--- config.mk ---
export PLATFORM = sky130hd
export DESIGN_NAME = flash_host
export DESIGN_NICKNAME = d
export VERILOG_FILES = /design/src/verilog/flash_host_pkg.sv /design/src/verilog/flash_cycle.sv /design/src/verilog/flash_host.sv
export VERILOG_INCLUDE_DIRS = /design/src /design/src/verilog
export SDC_FILE = /design/constraint.sdc
export NUM_CORES = 1
export LEC_CHECK = 0
export ABC_CLOCK_PERIOD_IN_PS = 4600
export BUFFER_PORTS_ARGS = -buffer_cell sky130_fd_sc_hd__buf_2
export CAP_MARGIN = 20
export CELL_PAD_IN_SITES_DETAIL_PLACEMENT = 0
export CELL_PAD_IN_SITES_GLOBAL_PLACEMENT = 1
export CORE_MARGIN = 3
export CORE_UTILIZATION = 35
export CTS_CLUSTER_DIAMETER = 80
export CTS_CLUSTER_SIZE = 30
export DETAILED_ROUTE_END_ITERATION = 12
export GPL_TIMING_DRIVEN = 0
export MAX_ROUTING_LAYER = met4
export PLACE_DENSITY_LB_ADDON = 0.1
export SLEW_MARGIN = 20
export SYNTH_ARGS = -nofsm -noshare
export SYNTH_HDL_FRONTEND = slang
export SYNTH_SLANG_ARGS = --single-unit
export TNS_END_PERCENT = 30
--- constraint.sdc ---
create_clock -name pclk -period 4.6 [get_ports pclk]
set_clock_uncertainty 0.15 [all_clocks]
set_input_delay 0.92 -clock pclk [delete_from_list [all_inputs] [get_ports pclk]]
set_output_delay 0.92 -clock pclk [all_outputs]
set_load 0.01 [all_outputs]
--- src/verilog/flash_host_map.svh ---
// Offsets, field positions, command codes and timing counts of the flash status controller.
`ifndef FLASH_HOST_MAP_SVH
`define FLASH_HOST_MAP_SVH

// ----------------------------------------------------------------
// Register offsets and fields
// ----------------------------------------------------------------
`define OFS_CTRL 8'h00
`define OFS_ADDR 8'h04
`define OFS_WDATA 8'h08
`define OFS_STATUS 8'h0c
`define OFS_RDATA 8'h10
`define CTRL_CMD_MSB 2
`define CTRL_CMD_LSB 0
`define CTRL_ABORT_BIT 3
`define ST_BUSY_BIT 0
`define ST_OK_BIT 1
`define ST_FAIL_BIT 2
`define ST_CLOSED_BIT 3
`define ST_REJECTED_BIT 4
`define RESET_WORD 32'h0000_0000

// ----------------------------------------------------------------
// Command codes written to the control register
// ----------------------------------------------------------------
`define CMD_READ 3'h1
`define CMD_WRITE 3'h2
`define CMD_POLL 3'h3
`define CMD_RESET 3'h4
`define CMD_ERASE_ADD 3'h5

// ----------------------------------------------------------------
// Flash data bytes and bit positions
// ----------------------------------------------------------------
`define BYTE_RESET 8'hf0
`define BYTE_SECTOR_ERASE 8'h30
`define BIT_TOGGLE 6
`define BIT_FAIL 5
`define BIT_WINDOW 3
`define FL_ADDR_W 17

// ----------------------------------------------------------------
// Timing
// ----------------------------------------------------------------
`define CLK_NS 4
`define T_ACC_NS 120
`define T_WP_NS 50
`define T_REC_NS 20
`define SYNC_CYC 2
`define RD_CYC (8'((`T_ACC_NS + `CLK_NS - 1) / `CLK_NS) + 8'(`SYNC_CYC))
`define WP_CYC (8'((`T_WP_NS + `CLK_NS - 1) / `CLK_NS))
`define REC_CYC (8'((`T_REC_NS + `CLK_NS - 1) / `CLK_NS))

`endif

--- src/verilog/flash_host_pkg.sv ---
// Types shared by the flash status controller and its bus cycle engine.
`default_nettype none
`include "flash_host_map.svh"

package flash_host_pkg;

	typedef enum logic [1:0] {CY_IDLE, CY_ACT, CY_REC} cyc_phase_t;

	typedef struct packed {
		cyc_phase_t phase;
		logic [7:0] cnt;
		logic wr;
		logic [`FL_ADDR_W-1:0] addr;
		logic [7:0] wdata;
		logic ce_n;
		logic oe_n;
		logic we_n;
		logic dq_oe_n;
		logic [7:0] sync1;
		logic [7:0] sync2;
		logic [7:0] rdata;
		logic done;
	} cyc_state_t;

	typedef enum logic [3:0] {
		H_IDLE, H_READ, H_WRITE, H_POLL_FIRST, H_POLL_SECOND, H_RESET, H_ERASE_PRE, H_ERASE_WR, H_ERASE_POST
	} host_phase_t;

	typedef struct packed {
		host_phase_t phase;
		logic recheck;
		logic abort_req;
		logic [7:0] first;
		logic [7:0] rdata;
		logic [`FL_ADDR_W-1:0] addr;
		logic [7:0] wdata;
		logic ok;
		logic fail;
		logic closed;
		logic rejected;
		logic cy_start;
		logic cy_wr;
		logic [`FL_ADDR_W-1:0] cy_addr;
		logic [7:0] cy_data;
		logic [31:0] prdata;
		logic pready;
		logic pslverr;
	} host_state_t;

endpackage

`default_nettype wire

--- src/verilog/flash_cycle.sv ---
// Single asynchronous read or write bus cycle on the flash pins.
`timescale 1ns/1ps
`default_nettype none
`include "flash_host_map.svh"

module flash_cycle import flash_host_pkg::*; (
	// Clock and reset
	input wire logic pclk,
	input wire logic presetn,
	// Request from the controller
	input wire logic start,
	input wire logic wr,
	input wire logic [`FL_ADDR_W-1:0] addr,
	input wire logic [7:0] wdata,
	output logic done,
	output logic [7:0] rdata,
	// Flash pins
	output logic [`FL_ADDR_W-1:0] fl_addr,
	output logic [7:0] fl_dq_out,
	input wire logic [7:0] fl_dq_in,
	output logic fl_dq_oe_n,
	output logic fl_ce_n,
	output logic fl_oe_n,
	output logic fl_we_n
);

	localparam cyc_state_t CYC_RESET = '{phase: CY_IDLE, cnt: 8'h00, wr: 1'b0, addr: '0, wdata: 8'h00,
		ce_n: 1'b1, oe_n: 1'b1, we_n: 1'b1, dq_oe_n: 1'b1, sync1: 8'h00, sync2: 8'h00, rdata: 8'h00, done: 1'b0};

	cyc_state_t s_reg;
	cyc_state_t s_next;

	// ----------------------------------------------------------------
	// Cycle sequencing
	// ----------------------------------------------------------------
	// The access phase includes the synchroniser latency, so the byte taken
	// at its end was on the pins well inside the enabled window.
	always_comb begin
		s_next = s_reg;
		s_next.done = 1'b0;
		s_next.sync1 = fl_dq_in;
		s_next.sync2 = s_reg.sync1;
		unique case (s_reg.phase)
			CY_IDLE: begin
				if (start) begin
					s_next.phase = CY_ACT;
					s_next.wr = wr;
					s_next.addr = addr;
					s_next.wdata = wdata;
					s_next.ce_n = 1'b0;
					s_next.oe_n = wr;
					s_next.we_n = ~wr;
					s_next.dq_oe_n = ~wr;
					s_next.cnt = wr ? `WP_CYC : `RD_CYC;
				end
			end
			CY_ACT: begin
				if (s_reg.cnt > 8'h01) begin
					s_next.cnt = s_reg.cnt - 8'h01;
				end else begin
					if (!s_reg.wr) begin
						s_next.rdata = s_reg.sync2;
					end
					s_next.ce_n = 1'b1;
					s_next.oe_n = 1'b1;
					s_next.we_n = 1'b1;
					s_next.phase = CY_REC;
					s_next.cnt = `REC_CYC;
				end
			end
			CY_REC: begin
				// Chip enable stays high here, so every status read is a distinct cycle.
				if (s_reg.cnt > 8'h01) begin
					s_next.cnt = s_reg.cnt - 8'h01;
				end else begin
					s_next.phase = CY_IDLE;
					s_next.dq_oe_n = 1'b1;
					s_next.done = 1'b1;
				end
			end
		endcase
	end

	always_ff @(posedge pclk or negedge presetn) begin
		if (!presetn) begin
			s_reg <= CYC_RESET;
		end else begin
			s_reg <= s_next;
		end
	end

	assign done = s_reg.done;
	assign rdata = s_reg.rdata;
	assign fl_addr = s_reg.addr;
	assign fl_dq_out = s_reg.wdata;
	assign fl_dq_oe_n = s_reg.dq_oe_n;
	assign fl_ce_n = s_reg.ce_n;
	assign fl_oe_n = s_reg.oe_n;
	assign fl_we_n = s_reg.we_n;

endmodule

`default_nettype wire

--- src/verilog/flash_host.sv ---
// APB-controlled host that runs status polling and erase-window checks on a parallel flash.
// ----------------------------------------------------------------
// How it works
// Read byte twice, compare toggle bit.
// Device stops toggling when done; data valid.
// Still toggling: check fail flag, then retest.
// Toggling after fail flag: failed, send reset.
// Resumed polling restarts from first read.
// Device sets fail flag past pulse limit.
// Only erase turns zero into one.
// After fail flag, host issues reset command.
// Erase window flag low during timeout, then high.
// Each added sector restarts the timeout.
// Skip window check only if fast enough.
// Window high ignores commands; low accepts sectors.
// Check window before and after each sector.
// Erase status: poll 0, toggling, window 1.
// Suspended sector: poll 1, no toggle.
// Outside suspended sector: plain array data.
// Poll at programmed or erasing address.
// Toggle bit inverts on every read.
// Poll bit complements data until programmed.
// Single F0 write resets device.
// Every read is a full enabled cycle.
// ----------------------------------------------------------------
`timescale 1ns/1ps
`default_nettype none
`include "flash_host_map.svh"

module flash_host import flash_host_pkg::*; (
	// Clock and reset
	input wire logic pclk,
	input wire logic presetn,
	// APB slave
	input wire logic psel,
	input wire logic penable,
	input wire logic pwrite,
	input wire logic [7:0] paddr,
	input wire logic [31:0] pwdata,
	output logic [31:0] prdata,
	output logic pready,
	output logic pslverr,
	// Flash pins
	output logic [`FL_ADDR_W-1:0] fl_addr,
	output logic [7:0] fl_dq_out,
	input wire logic [7:0] fl_dq_in,
	output logic fl_dq_oe_n,
	output logic fl_ce_n,
	output logic fl_oe_n,
	output logic fl_we_n
);

	localparam host_state_t HOST_RESET = '{phase: H_IDLE, recheck: 1'b0, abort_req: 1'b0, first: 8'h00,
		rdata: 8'h00, addr: '0, wdata: 8'h00, ok: 1'b0, fail: 1'b0, closed: 1'b0, rejected: 1'b0,
		cy_start: 1'b0, cy_wr: 1'b0, cy_addr: '0, cy_data: 8'h00, prdata: `RESET_WORD, pready: 1'b0,
		pslverr: 1'b0};

	host_state_t s_reg;
	host_state_t s_next;
	logic cy_done;
	logic [7:0] cy_rdata;
	logic bus_setup;
	logic bus_access;

	// ----------------------------------------------------------------
	// Register decode
	// ----------------------------------------------------------------
	function automatic logic [2:0] reg_sel(input logic [7:0] a);
		unique case (a)
			`OFS_CTRL: reg_sel = 3'h0;
			`OFS_ADDR: reg_sel = 3'h1;
			`OFS_WDATA: reg_sel = 3'h2;
			`OFS_STATUS: reg_sel = 3'h3;
			`OFS_RDATA: reg_sel = 3'h4;
			default: reg_sel = 3'h7;
		endcase
	endfunction

	assign bus_setup = psel & ~penable;
	assign bus_access = psel & penable & s_reg.pready;

	flash_cycle u_cycle (
		.pclk(pclk),
		.presetn(presetn),
		.start(s_reg.cy_start),
		.wr(s_reg.cy_wr),
		.addr(s_reg.cy_addr),
		.wdata(s_reg.cy_data),
		.done(cy_done),
		.rdata(cy_rdata),
		.fl_addr(fl_addr),
		.fl_dq_out(fl_dq_out),
		.fl_dq_in(fl_dq_in),
		.fl_dq_oe_n(fl_dq_oe_n),
		.fl_ce_n(fl_ce_n),
		.fl_oe_n(fl_oe_n),
		.fl_we_n(fl_we_n)
	);

	// ----------------------------------------------------------------
	// Next state
	// ----------------------------------------------------------------
	always_comb begin
		s_next = s_reg;
		s_next.cy_start = 1'b0;

		// The answer is prepared in the setup cycle so pready rises in the first access cycle.
		s_next.pready = bus_setup;
		s_next.pslverr = bus_setup & (reg_sel(paddr) == 3'h7);
		s_next.prdata = `RESET_WORD;
		if (bus_setup && !pwrite) begin
			unique case (reg_sel(paddr))
				3'h1: s_next.prdata[`FL_ADDR_W-1:0] = s_reg.addr;
				3'h2: s_next.prdata[7:0] = s_reg.wdata;
				3'h3: begin
					s_next.prdata[`ST_BUSY_BIT] = (s_reg.phase != H_IDLE);
					s_next.prdata[`ST_OK_BIT] = s_reg.ok;
					s_next.prdata[`ST_FAIL_BIT] = s_reg.fail;
					s_next.prdata[`ST_CLOSED_BIT] = s_reg.closed;
					s_next.prdata[`ST_REJECTED_BIT] = s_reg.rejected;
				end
				3'h4: s_next.prdata[7:0] = s_reg.rdata;
				default: s_next.prdata = `RESET_WORD;
			endcase
		end

		if (bus_access && pwrite) begin
			unique case (reg_sel(paddr))
				3'h0: begin
					if (s_reg.phase != H_IDLE) begin
						s_next.abort_req = pwdata[`CTRL_ABORT_BIT];
					end else begin
						// Every poll begins afresh at its first read, whatever came before.
						s_next.recheck = 1'b0;
						s_next.abort_req = 1'b0;
						s_next.ok = 1'b0;
						s_next.fail = 1'b0;
						s_next.closed = 1'b0;
						s_next.rejected = 1'b0;
						s_next.cy_addr = s_reg.addr;
						s_next.cy_data = s_reg.wdata;
						unique case (pwdata[`CTRL_CMD_MSB:`CTRL_CMD_LSB])
							`CMD_READ: begin
								s_next.cy_start = 1'b1;
								s_next.cy_wr = 1'b0;
								s_next.phase = H_READ;
							end
							`CMD_WRITE: begin
								s_next.cy_start = 1'b1;
								s_next.cy_wr = 1'b1;
								s_next.phase = H_WRITE;
							end
							`CMD_POLL: begin
								s_next.cy_start = 1'b1;
								s_next.cy_wr = 1'b0;
								s_next.phase = H_POLL_FIRST;
							end
							`CMD_RESET: begin
								s_next.cy_start = 1'b1;
								s_next.cy_wr = 1'b1;
								s_next.cy_data = `BYTE_RESET;
								s_next.phase = H_RESET;
							end
							`CMD_ERASE_ADD: begin
								// The window is always checked first; no timing guarantee is assumed.
								s_next.cy_start = 1'b1;
								s_next.cy_wr = 1'b0;
								s_next.phase = H_ERASE_PRE;
							end
							default: s_next.phase = H_IDLE;
						endcase
					end
				end
				3'h1: s_next.addr = pwdata[`FL_ADDR_W-1:0];
				3'h2: s_next.wdata = pwdata[7:0];
				default: s_next.phase = s_next.phase;
			endcase
		end

		if (cy_done) begin
			unique case (s_reg.phase)
				H_READ: begin
					s_next.rdata = cy_rdata;
					s_next.ok = 1'b1;
					s_next.phase = H_IDLE;
				end
				H_WRITE: begin
					s_next.ok = 1'b1;
					s_next.phase = H_IDLE;
				end
				H_POLL_FIRST: begin
					s_next.first = cy_rdata;
					s_next.rdata = cy_rdata;
					s_next.cy_start = 1'b1;
					s_next.cy_wr = 1'b0;
					s_next.phase = H_POLL_SECOND;
				end
				H_POLL_SECOND: begin
					s_next.rdata = cy_rdata;
					if (s_reg.first[`BIT_TOGGLE] == cy_rdata[`BIT_TOGGLE]) begin
						s_next.ok = 1'b1;
						s_next.phase = H_IDLE;
					end else if (s_reg.recheck) begin
						// Still toggling after the fail flag: give up and return the part to array reads.
						s_next.fail = 1'b1;
						s_next.cy_start = 1'b1;
						s_next.cy_wr = 1'b1;
						s_next.cy_data = `BYTE_RESET;
						s_next.phase = H_RESET;
					end else if (s_reg.abort_req) begin
						s_next.abort_req = 1'b0;
						s_next.phase = H_IDLE;
					end else begin
						// The toggle may stop just as the fail flag rises, hence one more pair.
						s_next.recheck = cy_rdata[`BIT_FAIL];
						s_next.cy_start = 1'b1;
						s_next.cy_wr = 1'b0;
						s_next.phase = H_POLL_FIRST;
					end
				end
				H_RESET: begin
					s_next.ok = ~s_reg.fail;
					s_next.phase = H_IDLE;
				end
				H_ERASE_PRE: begin
					s_next.rdata = cy_rdata;
					if (cy_rdata[`BIT_WINDOW]) begin
						// Erase has begun and the part would ignore another sector.
						s_next.closed = 1'b1;
						s_next.phase = H_IDLE;
					end else begin
						s_next.cy_start = 1'b1;
						s_next.cy_wr = 1'b1;
						s_next.cy_data = `BYTE_SECTOR_ERASE;
						s_next.phase = H_ERASE_WR;
					end
				end
				H_ERASE_WR: begin
					s_next.cy_start = 1'b1;
					s_next.cy_wr = 1'b0;
					s_next.phase = H_ERASE_POST;
				end
				H_ERASE_POST: begin
					s_next.rdata = cy_rdata;
					s_next.rejected = cy_rdata[`BIT_WINDOW];
					s_next.ok = ~cy_rdata[`BIT_WINDOW];
					s_next.phase = H_IDLE;
				end
				default: s_next.phase = H_IDLE;
			endcase
		end
	end

	always_ff @(posedge pclk or negedge presetn) begin
		if (!presetn) begin
			s_reg <= HOST_RESET;
		end else begin
			s_reg <= s_next;
		end
	end

	assign prdata = s_reg.prdata;
	assign pready = s_reg.pready;
	assign pslverr = s_reg.pslverr;

endmodule

`default_nettype wire

* Word-level counts from Yosys, hierarchy flattened *
Index checks and enable logic that the tools add are counted.
W data, S select, Z words.

storage, ports and cells
  register bits after elaboration = 177
  bits of input ports = 53
  output and inout port bits = 63

operators by class
  add/sub/neg operators = 1
  order comparisons = 1
  eq/ne operators = 32
  multiplexer cells = 63
  bitwise operators = 11
  reductions and logical operators = 28

operator list
  operator              count
  $mux W31              3
  $mux W8               9
  $mux W40              1
  $pmux W10 S3          1
  $pmux W3 S5           2
  $mux W2               11
  $mux W22              1
  $pmux W5 S4           1
  $mux W3               6
  $mux W6               3
  $reduce_and A3 Y1     6
  $mux W17              1
  $eq A4 B3 Y1 const B  4
  $eq A8 B4 Y1 const B  2
  $pmux W4 S4           1
  $pmux W8 S2           1
  $eq A3 B2 Y1 const B  5
  $mux W1               13
  $eq A3 B3 Y1 const B  4
  $reduce_and A2 Y1     6
  $eq A3 B1 Y1 const B  3
  $mux W9               1
  $pmux W3 S3           1
  $eq A4 B2 Y1 const B  2
  30 further kinds      48

* Logic depth before layout (Yosys ltp) *
Gate-level depths: netlist of the first run.

  depth in word-level cells = 12
  gate-level depth with buffers = 8
  depth with buffers taken out = 7

* Modules after synthesis *
From an unflattened synthesis of the first run, not the netlist that was laid out.

unflattened totals
  cells, all modules = 643
  area total of the unflattened synthesis = 7121.8 µm²

by module, submodules not included
  module       instances  cells an instance  area an instance (µm²)  seq. area each (µm²)
  flash_host   1          413                4267.8                  2252.2
  flash_cycle  1          230                2854.0                  1631.6

* Worst setup path after synthesis of the first run *
OpenSTA, ideal clock, no wires.

  path kind = in2reg
  start = in paddr[1]
  end = reg s_reg[80] (netlist name)
  setup time = 0.125 ns
  arrival = 2.727 ns
  data required time = 4.325 ns
  path slack = 1.598 ns
  stages on the path = 6
  path buffers = 2
  path through = or4_1 or2_1 buf_2 nor3_4 buf_4 mux2_2

on the way
  word-level cells in the longest chain between the ends = 5
  elaborated cells on any way between the ends = 9
  those cells by class = eq/ne: 5; mux: 2; reduce/logical: 2

ends and longest elaborated chain
  element                                 line               RTL
  from (decl)                             flash_host.sv:38   input wire logic [7:0] paddr,
  $eq A8 B5 Y1 (tied with other cells)    flash_host.sv:69   unique case (a)
  $pmux W3 S5 (*)                         flash_host.sv:69
  $mux W3 (*)                             flash_host.sv:127  if (bus_access && pwrite) begin
  $eq A3 B1 Y1 (*)                        flash_host.sv:128  unique case (reg_sel(paddr))
  $reduce_and A2 Y1 (no source line) (*)  -
  to (signal assigned)                    flash_host.sv:258  s_reg <= s_next;
  to (decl)                               flash_host.sv:58   host_state_t s_reg;

Mark *: on every way between the ends. The rest lies on a longest branch, timed or not. The select of a mux whose other input is x is not followed.
A chain may end at the register's enable or synchronous reset.

* Worst setup path after layout of the first run *
  start = in paddr[1]
  end = reg s_reg[87] (netlist name)

Same word-level chain as after synthesis.

==> results of run 1 <==
## Yosys cell counts (2+ instances only)
cell type    n
nor3b_1      3
buf_2        3
a211oi_1     3
or4_1        4
mux2i_1      4
dfrtp_1    151
or3_1        6
o22ai_1      2
dfstp_2      4
o211ai_1     2
a21oi_1     25
nor4_1       5
nor2_1      34
inv_1       13
clkbuf_1    19
nand2_1     78
a22oi_1      7
nand3b_1     2
buf_4       59
nor3_1      15
mux2_2      59
xnor2_1      3
o21ai_0     26
nand2b_1     7
nor2b_1      5
ha_1         7
o311ai_0     4
and2_1      12
a2bb2oi_1    2
mux2_4       8
a31oi_1      7
nand3_1      8
nand4_1      2
a22o_1       5
or2_2        3
o22a_1       4
## cell families (layout without fill, tap and decap cells)
group / after synthesis / count (layout)
AOI/OAI and AO/OA: 99 / 99
xor gates and xnor gates: 3 / 3
adders and majority gates: 7 / 7
buffers and inverters: 96 / 212
DFF: 155 / 155
muxes: 71 / 71
other: 1 / 15
and+or+nand+nor: 192 / 192
## area by class of cell
type	instances	area, um2	share of cell area (%)
flip-flops and latches	155	3880	46.2
multi-input cells	387	2570	30.6
plain buffers	83	544	6.47
repair buffers	84	453	5.38
clock buffers	17	425	5.06
well taps	265	332	3.94
clock inverters	15	150	1.78
inverters	13	48.8	0.580
## worst max path at each step
stage / startpoint / to
after floorplan: paddr[1] / s_reg[80]$_DFFE_PN0P_
after global placement: presetn / u_cycle.s_next[16]$_DFF_PN0_
after detailed placement: paddr[1] / s_reg[87]$_DFFE_PN0P_
after CTS: paddr[1] / s_reg[87]$_DFFE_PN0P_
after global routing: paddr[4] / s_reg[38]$_DFF_PN0_
final: paddr[1] / s_reg[87]$_DFFE_PN0P_
## cells in the final DEF, fill, tap and decap left out, drive strengths merged, types with 4 or more instances in the layout
| cell | instances |
|---|---|
| a21oi | 25 |
| a22o | 5 |
| a22oi | 7 |
| a31oi | 7 |
| and2 | 12 |
| buf | 148 |
| clkbuf | 36 |
| clkinv | 4 |
| conb | 15 |
| dfrtp | 151 |
| dfstp | 4 |
| ha | 7 |
| inv | 23 |
| mux2 | 67 |
| mux2i | 4 |
| nand2 | 78 |
| nand2b | 7 |
| nand3 | 8 |
| nor2 | 35 |
| nor2b | 5 |
| nor3 | 17 |
| nor4 | 6 |
| o21ai | 26 |
| o22a | 4 |
| o311ai | 5 |
| or2 | 4 |
| or3 | 7 |
| or4 | 5 |
## routing by layer
layer,global-route usage (%),wire length (um),vias up
li1,-,-,2346
met1,20.5,7400,2338
met2,25.6,7940,76
met3,3.22,519,11
met4,4.80,165,0
met5,-,0,-
## metrics by stage
stage                     total power (uW)  utilization [%]
after global routing                  2960             43.1
final                                 2840             43.1
after detailed placement              1500             40.1
after floorplan                       1440                -
after CTS                             2890             43.1
after global placement                1490             39.9
## power by group through the flow
| stage | combinational [uW] | clock [uW] | sequential [uW] |
|---|---|---|---|
| after floorplan | 38.8 | 0 | 1400 |
| after global placement | 90.9 | 0 | 1400 |
| after detailed placement | 95.8 | 0 | 1400 |
| after CTS | 96.2 | 1420 | 1370 |
| after global routing | 107 | 1480 | 1370 |
| final | 93.3 | 1370 | 1370 |
==> results.py, run 1 <==
metrics = {
    "run_status": {
        "status": "complete, no violations",
    },
    "critical_path": {
        "criticalPathCategory": "in2reg",
        "reg2regPathDepth": 8,
        "crit_cells": 7,
        "critPathTopFamily": "simple AND/OR/NAND/NOR gates",
        "path_cells": "buf_2 -> or4_1 -> or2_1 -> buf_2 -> nor3_4 -> buf_4 -> mux2_2",
        "r2r_setup_slack_ns": 2.02,
        "path_max_fanout": 10,
        "crit_top_cell": "buf_2",
        "max_stage_delay_ns": 0.59,
        "r2r_end": "u_cycle.s_reg[60]$_DFFE_PN0P_",
        "cp_data_required_time_ns": 4.76,
        "cp_slowest_cell": "or4_1",
        "crit_path_end_kind": "register",
        "r2r-start": "u_cycle.s_reg[55]$_DFFE_PN0P_",
        "critPathBufInv": 3,
        "cp-start-kind": "input port",
        "arrival_ns": 3.12,
    },
    "clock_tree": {
        "cts_hold_buf": 0,
        "post_cts_buffers": 0,
        "cts_tree": "done",
        "clock_path_buffers": 2,
        "clkSlewWorstSetupHoldPaths_ns": 0.07,
        "numCtsBuffers": 17,
        "cts_resized": 0,
        "root_buffer": "clkbuf_16",
        "clk_latency_ns": 0.42,
        "htreeDepth": 4,
        "cts_sinks": 155,
    },
    "cells_and_area": {
        "design_area_um2": 8410,
        "fin_nets": 801,
        "drive_above_1_share_pct": 34.5,
        "areaGrowthSynthToFinish_pct": 20.2,
        "diodes": 0,
        "fin_cells": 1019,
        "largest_reg_flops": 71,
        "fillers": 1944,
    },
    "global_route": {
        "grt_max_degree": 92,
        "grt.overflow.total": 0,
        "grt_pass1_vias": 4858,
        "grt_usage_pct": 15.9,
        "antenna_found_initial": 0,
        "grt_pass1_wl_um": 26300,
    },
    "min_path": {
        "holdPathEnd": "u_cycle.s_reg[10]$_DFF_PN0_",
        "holdPathStages": 0,
        "worstHoldStart": "u_cycle.s_next[10]$_DFF_PN0_",
        "hold_path_class": "reg2reg",
    },
    "yosys": {
        "synthXorXnorAreaFrac_pct": 0.375,
        "synthAdderAreaFrac_pct": 1.25,
        "synth_edf_count": 0,
        "synth_top_area_share_pct": 54.0,
        "synth_mux_area_share_pct": 11.8,
        "synthSimpleGateAreaFrac_pct": 13.5,
        "async_flop_share_pct": 100,
        "synth_top_area_cell": "dfrtp_1",
        "synth-main-ff-cell": "dfrtp_1",
        "syn_inst": 624,
        "synth_top_family_by_area": "simple AND/OR/NAND/NOR gates",
        "syn_avg_cell_area_um2": 11.2,
        "synthesis.area_um2": 7000,
        "ys_seq_area_share_pct": 55.5,
        "ys_warn_count": 0,
        "synth-compound-area-share_pct": 9.08,
        "netlist_top_cells_area": "dfrtp_1 (54%), mux2_2 (9.5%), buf_4 (6.3%), nand2_1 (4.2%), o21ai_0 (1.9%)",
        "synth-seq-cells": 155,
        "ys_types": 59,
    },
    "timing": {
        "fmax_mhz": 339,
        "timing.hold.ws_ns": 0.199,
        "fin_crit_sh_pct": 64.2,
        "post-route-min-period_ns": 2.95,
        "finalSetupViolations": 0,
        "rsz0062_at_grt": "no",
        "hold_viol_final": 0,
        "slew_viol_final": 0,
        "tightest_slew_ns": 0.828,
        "setup_slack_ns": 1.65,
        "fin_tns_setup_ns": 0,
        "slew_headroom_pct": 44.5,
    },
    "pwr": {
        "irDropWorstVdd_uv": 250,
        "power.internal_uw": 2130,
        "combPwrFrac_pct": 3.3,
        "p_per_area_nw_per_um2": 338,
        "switching_share_pct": 25.1,
        "p_clk_share_pct": 48.3,
        "p_seq_share_pct": 48.4,
        "p_leak_uw": 0.00429,
        "p_switching_uw": 713,
    },
    "die": {
        "rows": 51,
        "ios": 116,
        "initial_utilization_pct": 35.8,
        "die_h_um": 147,
        "fp.coreArea_um2": 19500,
        "fp.dieW_um": 147,
        "die-area_um2": 21700,
    },
    "placement": {
        "placed_area_um2": 7840,
        "gp_congestion": 0.811,
        "io_buffers": 83,
        "dp_cells": 987,
        "post-dp-hpwl_um": 11700,
        "place_ws_ns": 1.17,
    },
    "routing": {
        "detail_route.iter0.violations": 214,
        "drc_errors": 0,
        "dr.pass1.iters": 4,
        "routedWlPerCell_um": 15.7,
        "antenna_left": 0,
        "vias": 4771,
        "wl_um": 16000,
        "viasPerCell": 4.68,
    },
    "job": {
        "cap_viol_max_count": 0,
    },
}
Power figures use the tool's default switching activity.
==> inputs of run 2 (changes only) <==
--- a/config.mk
+++ b/config.mk
@@ -6,7 +6,7 @@
 export SDC_FILE = /design/constraint.sdc
 export NUM_CORES = 1
 export LEC_CHECK = 0
-export ABC_CLOCK_PERIOD_IN_PS = 4600
+export ABC_CLOCK_PERIOD_IN_PS = 2700
 export BUFFER_PORTS_ARGS = -buffer_cell sky130_fd_sc_hd__buf_2
 export CAP_MARGIN = 20
 export CELL_PAD_IN_SITES_DETAIL_PLACEMENT = 0
==> constraint.sdc (replaced) <==
create_clock -name pclk -period 2.7 [get_ports pclk]
set_clock_uncertainty 0.15 [all_clocks]
set_input_delay 0.54 -clock pclk [delete_from_list [all_inputs] [get_ports pclk]]
set_output_delay 0.54 -clock pclk [all_outputs]
set_load 0.01 [all_outputs]
==> run 2 against run 1 <==
  * The run now ends with negative hold slack left
  * Power grew 70%
  * Sequential share of layout area fell by 0.11 points
  * Routed wire length is 0.27% higher
  * Combinational power rose by 70%
  * Utilization is 0.10 points higher
  * Die area stayed put
  * Non-clock buffer count unchanged
  * Setup slack lost 1.5 ns
  * Sequential power is 71% higher
  * Flip-flop and latch count stayed put
==> results.py, run 2 (synthesized netlist as in run 1, its figures left out) <==
metrics = {
    "run_status": {
        "status": "finished, violations left",
        "violations": "negative hold slack",
    },
    "routing": {
        "routedWlPerCell_um": 15.8,
        "wl_met3_um": 506,
        "viasPerCell": 4.70,
        "dr.pass1.iters": 4,
        "wl_um": 16100,
        "detail_route.iter0.violations": 209,
        "wl_met1_um": 7400,
        "drc_errors": 0,
        "top_layer": "met4",
        "vias": 4787,
        "antenna_left": 0,
        "wl_met2_um": 8000,
    },
    "timing": {
        "fin_crit_sh_pct": 95.4,
        "tightest_slew_ns": 0.830,
        "finalSetupViolations": 0,
        "timing.hold.ws_ns": -0.0460,
        "rsz0062_at_grt": "no",
        "hold_viol_final": 21,
        "fin_tns_setup_ns": 0,
        "slew_headroom_pct": 44.4,
        "slew_viol_final": 0,
        "fmax_mhz": 388,
        "post-route-min-period_ns": 2.57,
    },
    "critical_path": {
        "criticalPathCategory": "in2reg",
        "cp_slowest_cell": "or4_1",
        "arrival_ns": 2.74,
        "path_max_fanout": 10,
        "cp-start-kind": "input port",
        "max_stage_delay_ns": 0.59,
        "crit_top_cell": "buf_2",
        "r2r_setup_slack_ns": 0.15,
        "cp_data_required_time_ns": 2.87,
        "crit_path_end_kind": "register",
        "reg2regPathDepth": 5,
        "path_cells": "buf_2 -> or4_1 -> or2_1 -> buf_2 -> nor3_4 -> buf_4 -> mux2_2",
    },
    "die": {
        "ios": 116,
        "fp.coreArea_um2": 19500,
        "die_h_um": 147,
        "initial_utilization_pct": 35.8,
        "die-area_um2": 21700,
        "fp.dieW_um": 147,
        "rows": 51,
    },
    "pwr": {
        "power.total_uw": 4840,
        "p_per_area_nw_per_um2": 574,
        "p_leak_uw": 0.00429,
        "irDropWorstVdd_uv": 431,
    },
    "cells_and_area": {
        "final_common_cell": "dfrtp_1",
        "areaGrowthSynthToFinish_pct": 20.5,
        "design_area_um2": 8430,
        "fin_nets": 801,
        "drive_above_1_share_pct": 35.0,
        "fin_util_pct": 43.2,
        "mostFrequentLayoutCells": "dfrtp_1 (151), buf_2 (85), nand2_1 (78)",
        "largest_reg_flops": 71,
        "diodes": 0,
    },
    "global_route": {
        "grt_max_degree": 92,
        "grt.overflow.total": 0,
        "grt_pass1_wl_um": 26300,
        "antenna_found_initial": 0,
        "grt_usage_pct": 15.9,
        "grt_pass1_vias": 4858,
    },
    "clock_tree": {
        "cts_sinks": 155,
        "cts_tree": "done",
        "clk_latency_ns": 0.43,
        "numCtsBuffers": 17,
        "clock_path_buffers": 2,
        "htreeDepth": 4,
        "post_cts_buffers": 0,
        "root_buffer": "clkbuf_16",
        "clkSlewWorstSetupHoldPaths_ns": 0.07,
    },
    "min_path": {
        "hold_path_class": "in2async",
    },
    "placement": {
        "gp_congestion": 0.811,
        "io_buffers": 83,
        "post-dp-hpwl_um": 11700,
        "placed_area_um2": 7840,
    },
    "job": {
        "cap_viol_max_count": 0,
    },
}
==> run 2: changes by cell type in the layout (fill, tap and decap cells not counted) <==
cell       previous run  this run
a2bb2oi_1             2         1
a2bb2oi_2             0         1
clkbuf_2              0         1
nor4_2                0         2
nor4_1                5         3
clkbuf_1             19        18
==> run 2: repair_timing <==
item                                    CTS  global route
endpoints found under the setup margin    0             5
hold buffers                              0             0
resized for setup                         0             5
==> run 2: path summary, 6_finish.rpt <==
check,startpoint,to
max,paddr[1],s_reg[87]$_DFFE_PN0P_
max reg2reg,u_cycle.s_reg[60]$_DFFE_PN0P_,u_cycle.rdata[0]$_DFFE_PN0P_
min in group pclk,fl_dq_in[6],u_cycle.s_next[15]$_DFF_PN0_
max in group asynchronous,presetn,prdata[2]$_DFF_PN0_
min,presetn,u_cycle.s_reg[55]$_DFFE_PN0P_
min reg2reg,u_cycle.s_next[10]$_DFF_PN0_,u_cycle.s_reg[10]$_DFF_PN0_
==> run 2: worst max-delay path: cells and delay by family <==
family / cells / cell delay [ns]
buf+inv: 3 / 0.58
mux: 1 / 0.36
simple gates: 3 / 1.25
==> run 2: final cells by class <==
| class | count | area, um2 |
|---|---|---|
| timing repair buffer | 84 | 453 |
| sequential | 155 | 3880 |
| tap | 265 | 332 |
| clock buffer | 17 | 425 |
| multi-input combinational | 387 | 2590 |
| inverter | 13 | 48.8 |
| fill | 1945 | 11100 |
| clock inverter | 15 | 150 |
| buffer | 83 | 546 |
==> run 2: power by group <==
group,internal [uW],total [uW],switching [uW]
combinational,56.2,159,103
clock,1230,2340,1110
sequential,2340,2340,5.13
total,3630,4840,1220
==> run 2: stage by stage <==
stage          cells  worst slack [ns]
2_1_floorplan    638            0.0783
3_3_place_gp     986             -1.39
3_5_place_dp     987            -0.349
4_1_cts         1019             0.110
5_1_grt         1019            0.0427
6_report        1019             0.125
==> run 2: layer usage <==
| metal | vias to the layer above | track usage [%] |
|---|---|---|
| li1 | 2344 | - |
| met1 | 2355 | 20.5 |
| met2 | 76 | 25.6 |
| met3 | 12 | 3.22 |
| met4 | 0 | 4.80 |
| met5 | - | - |
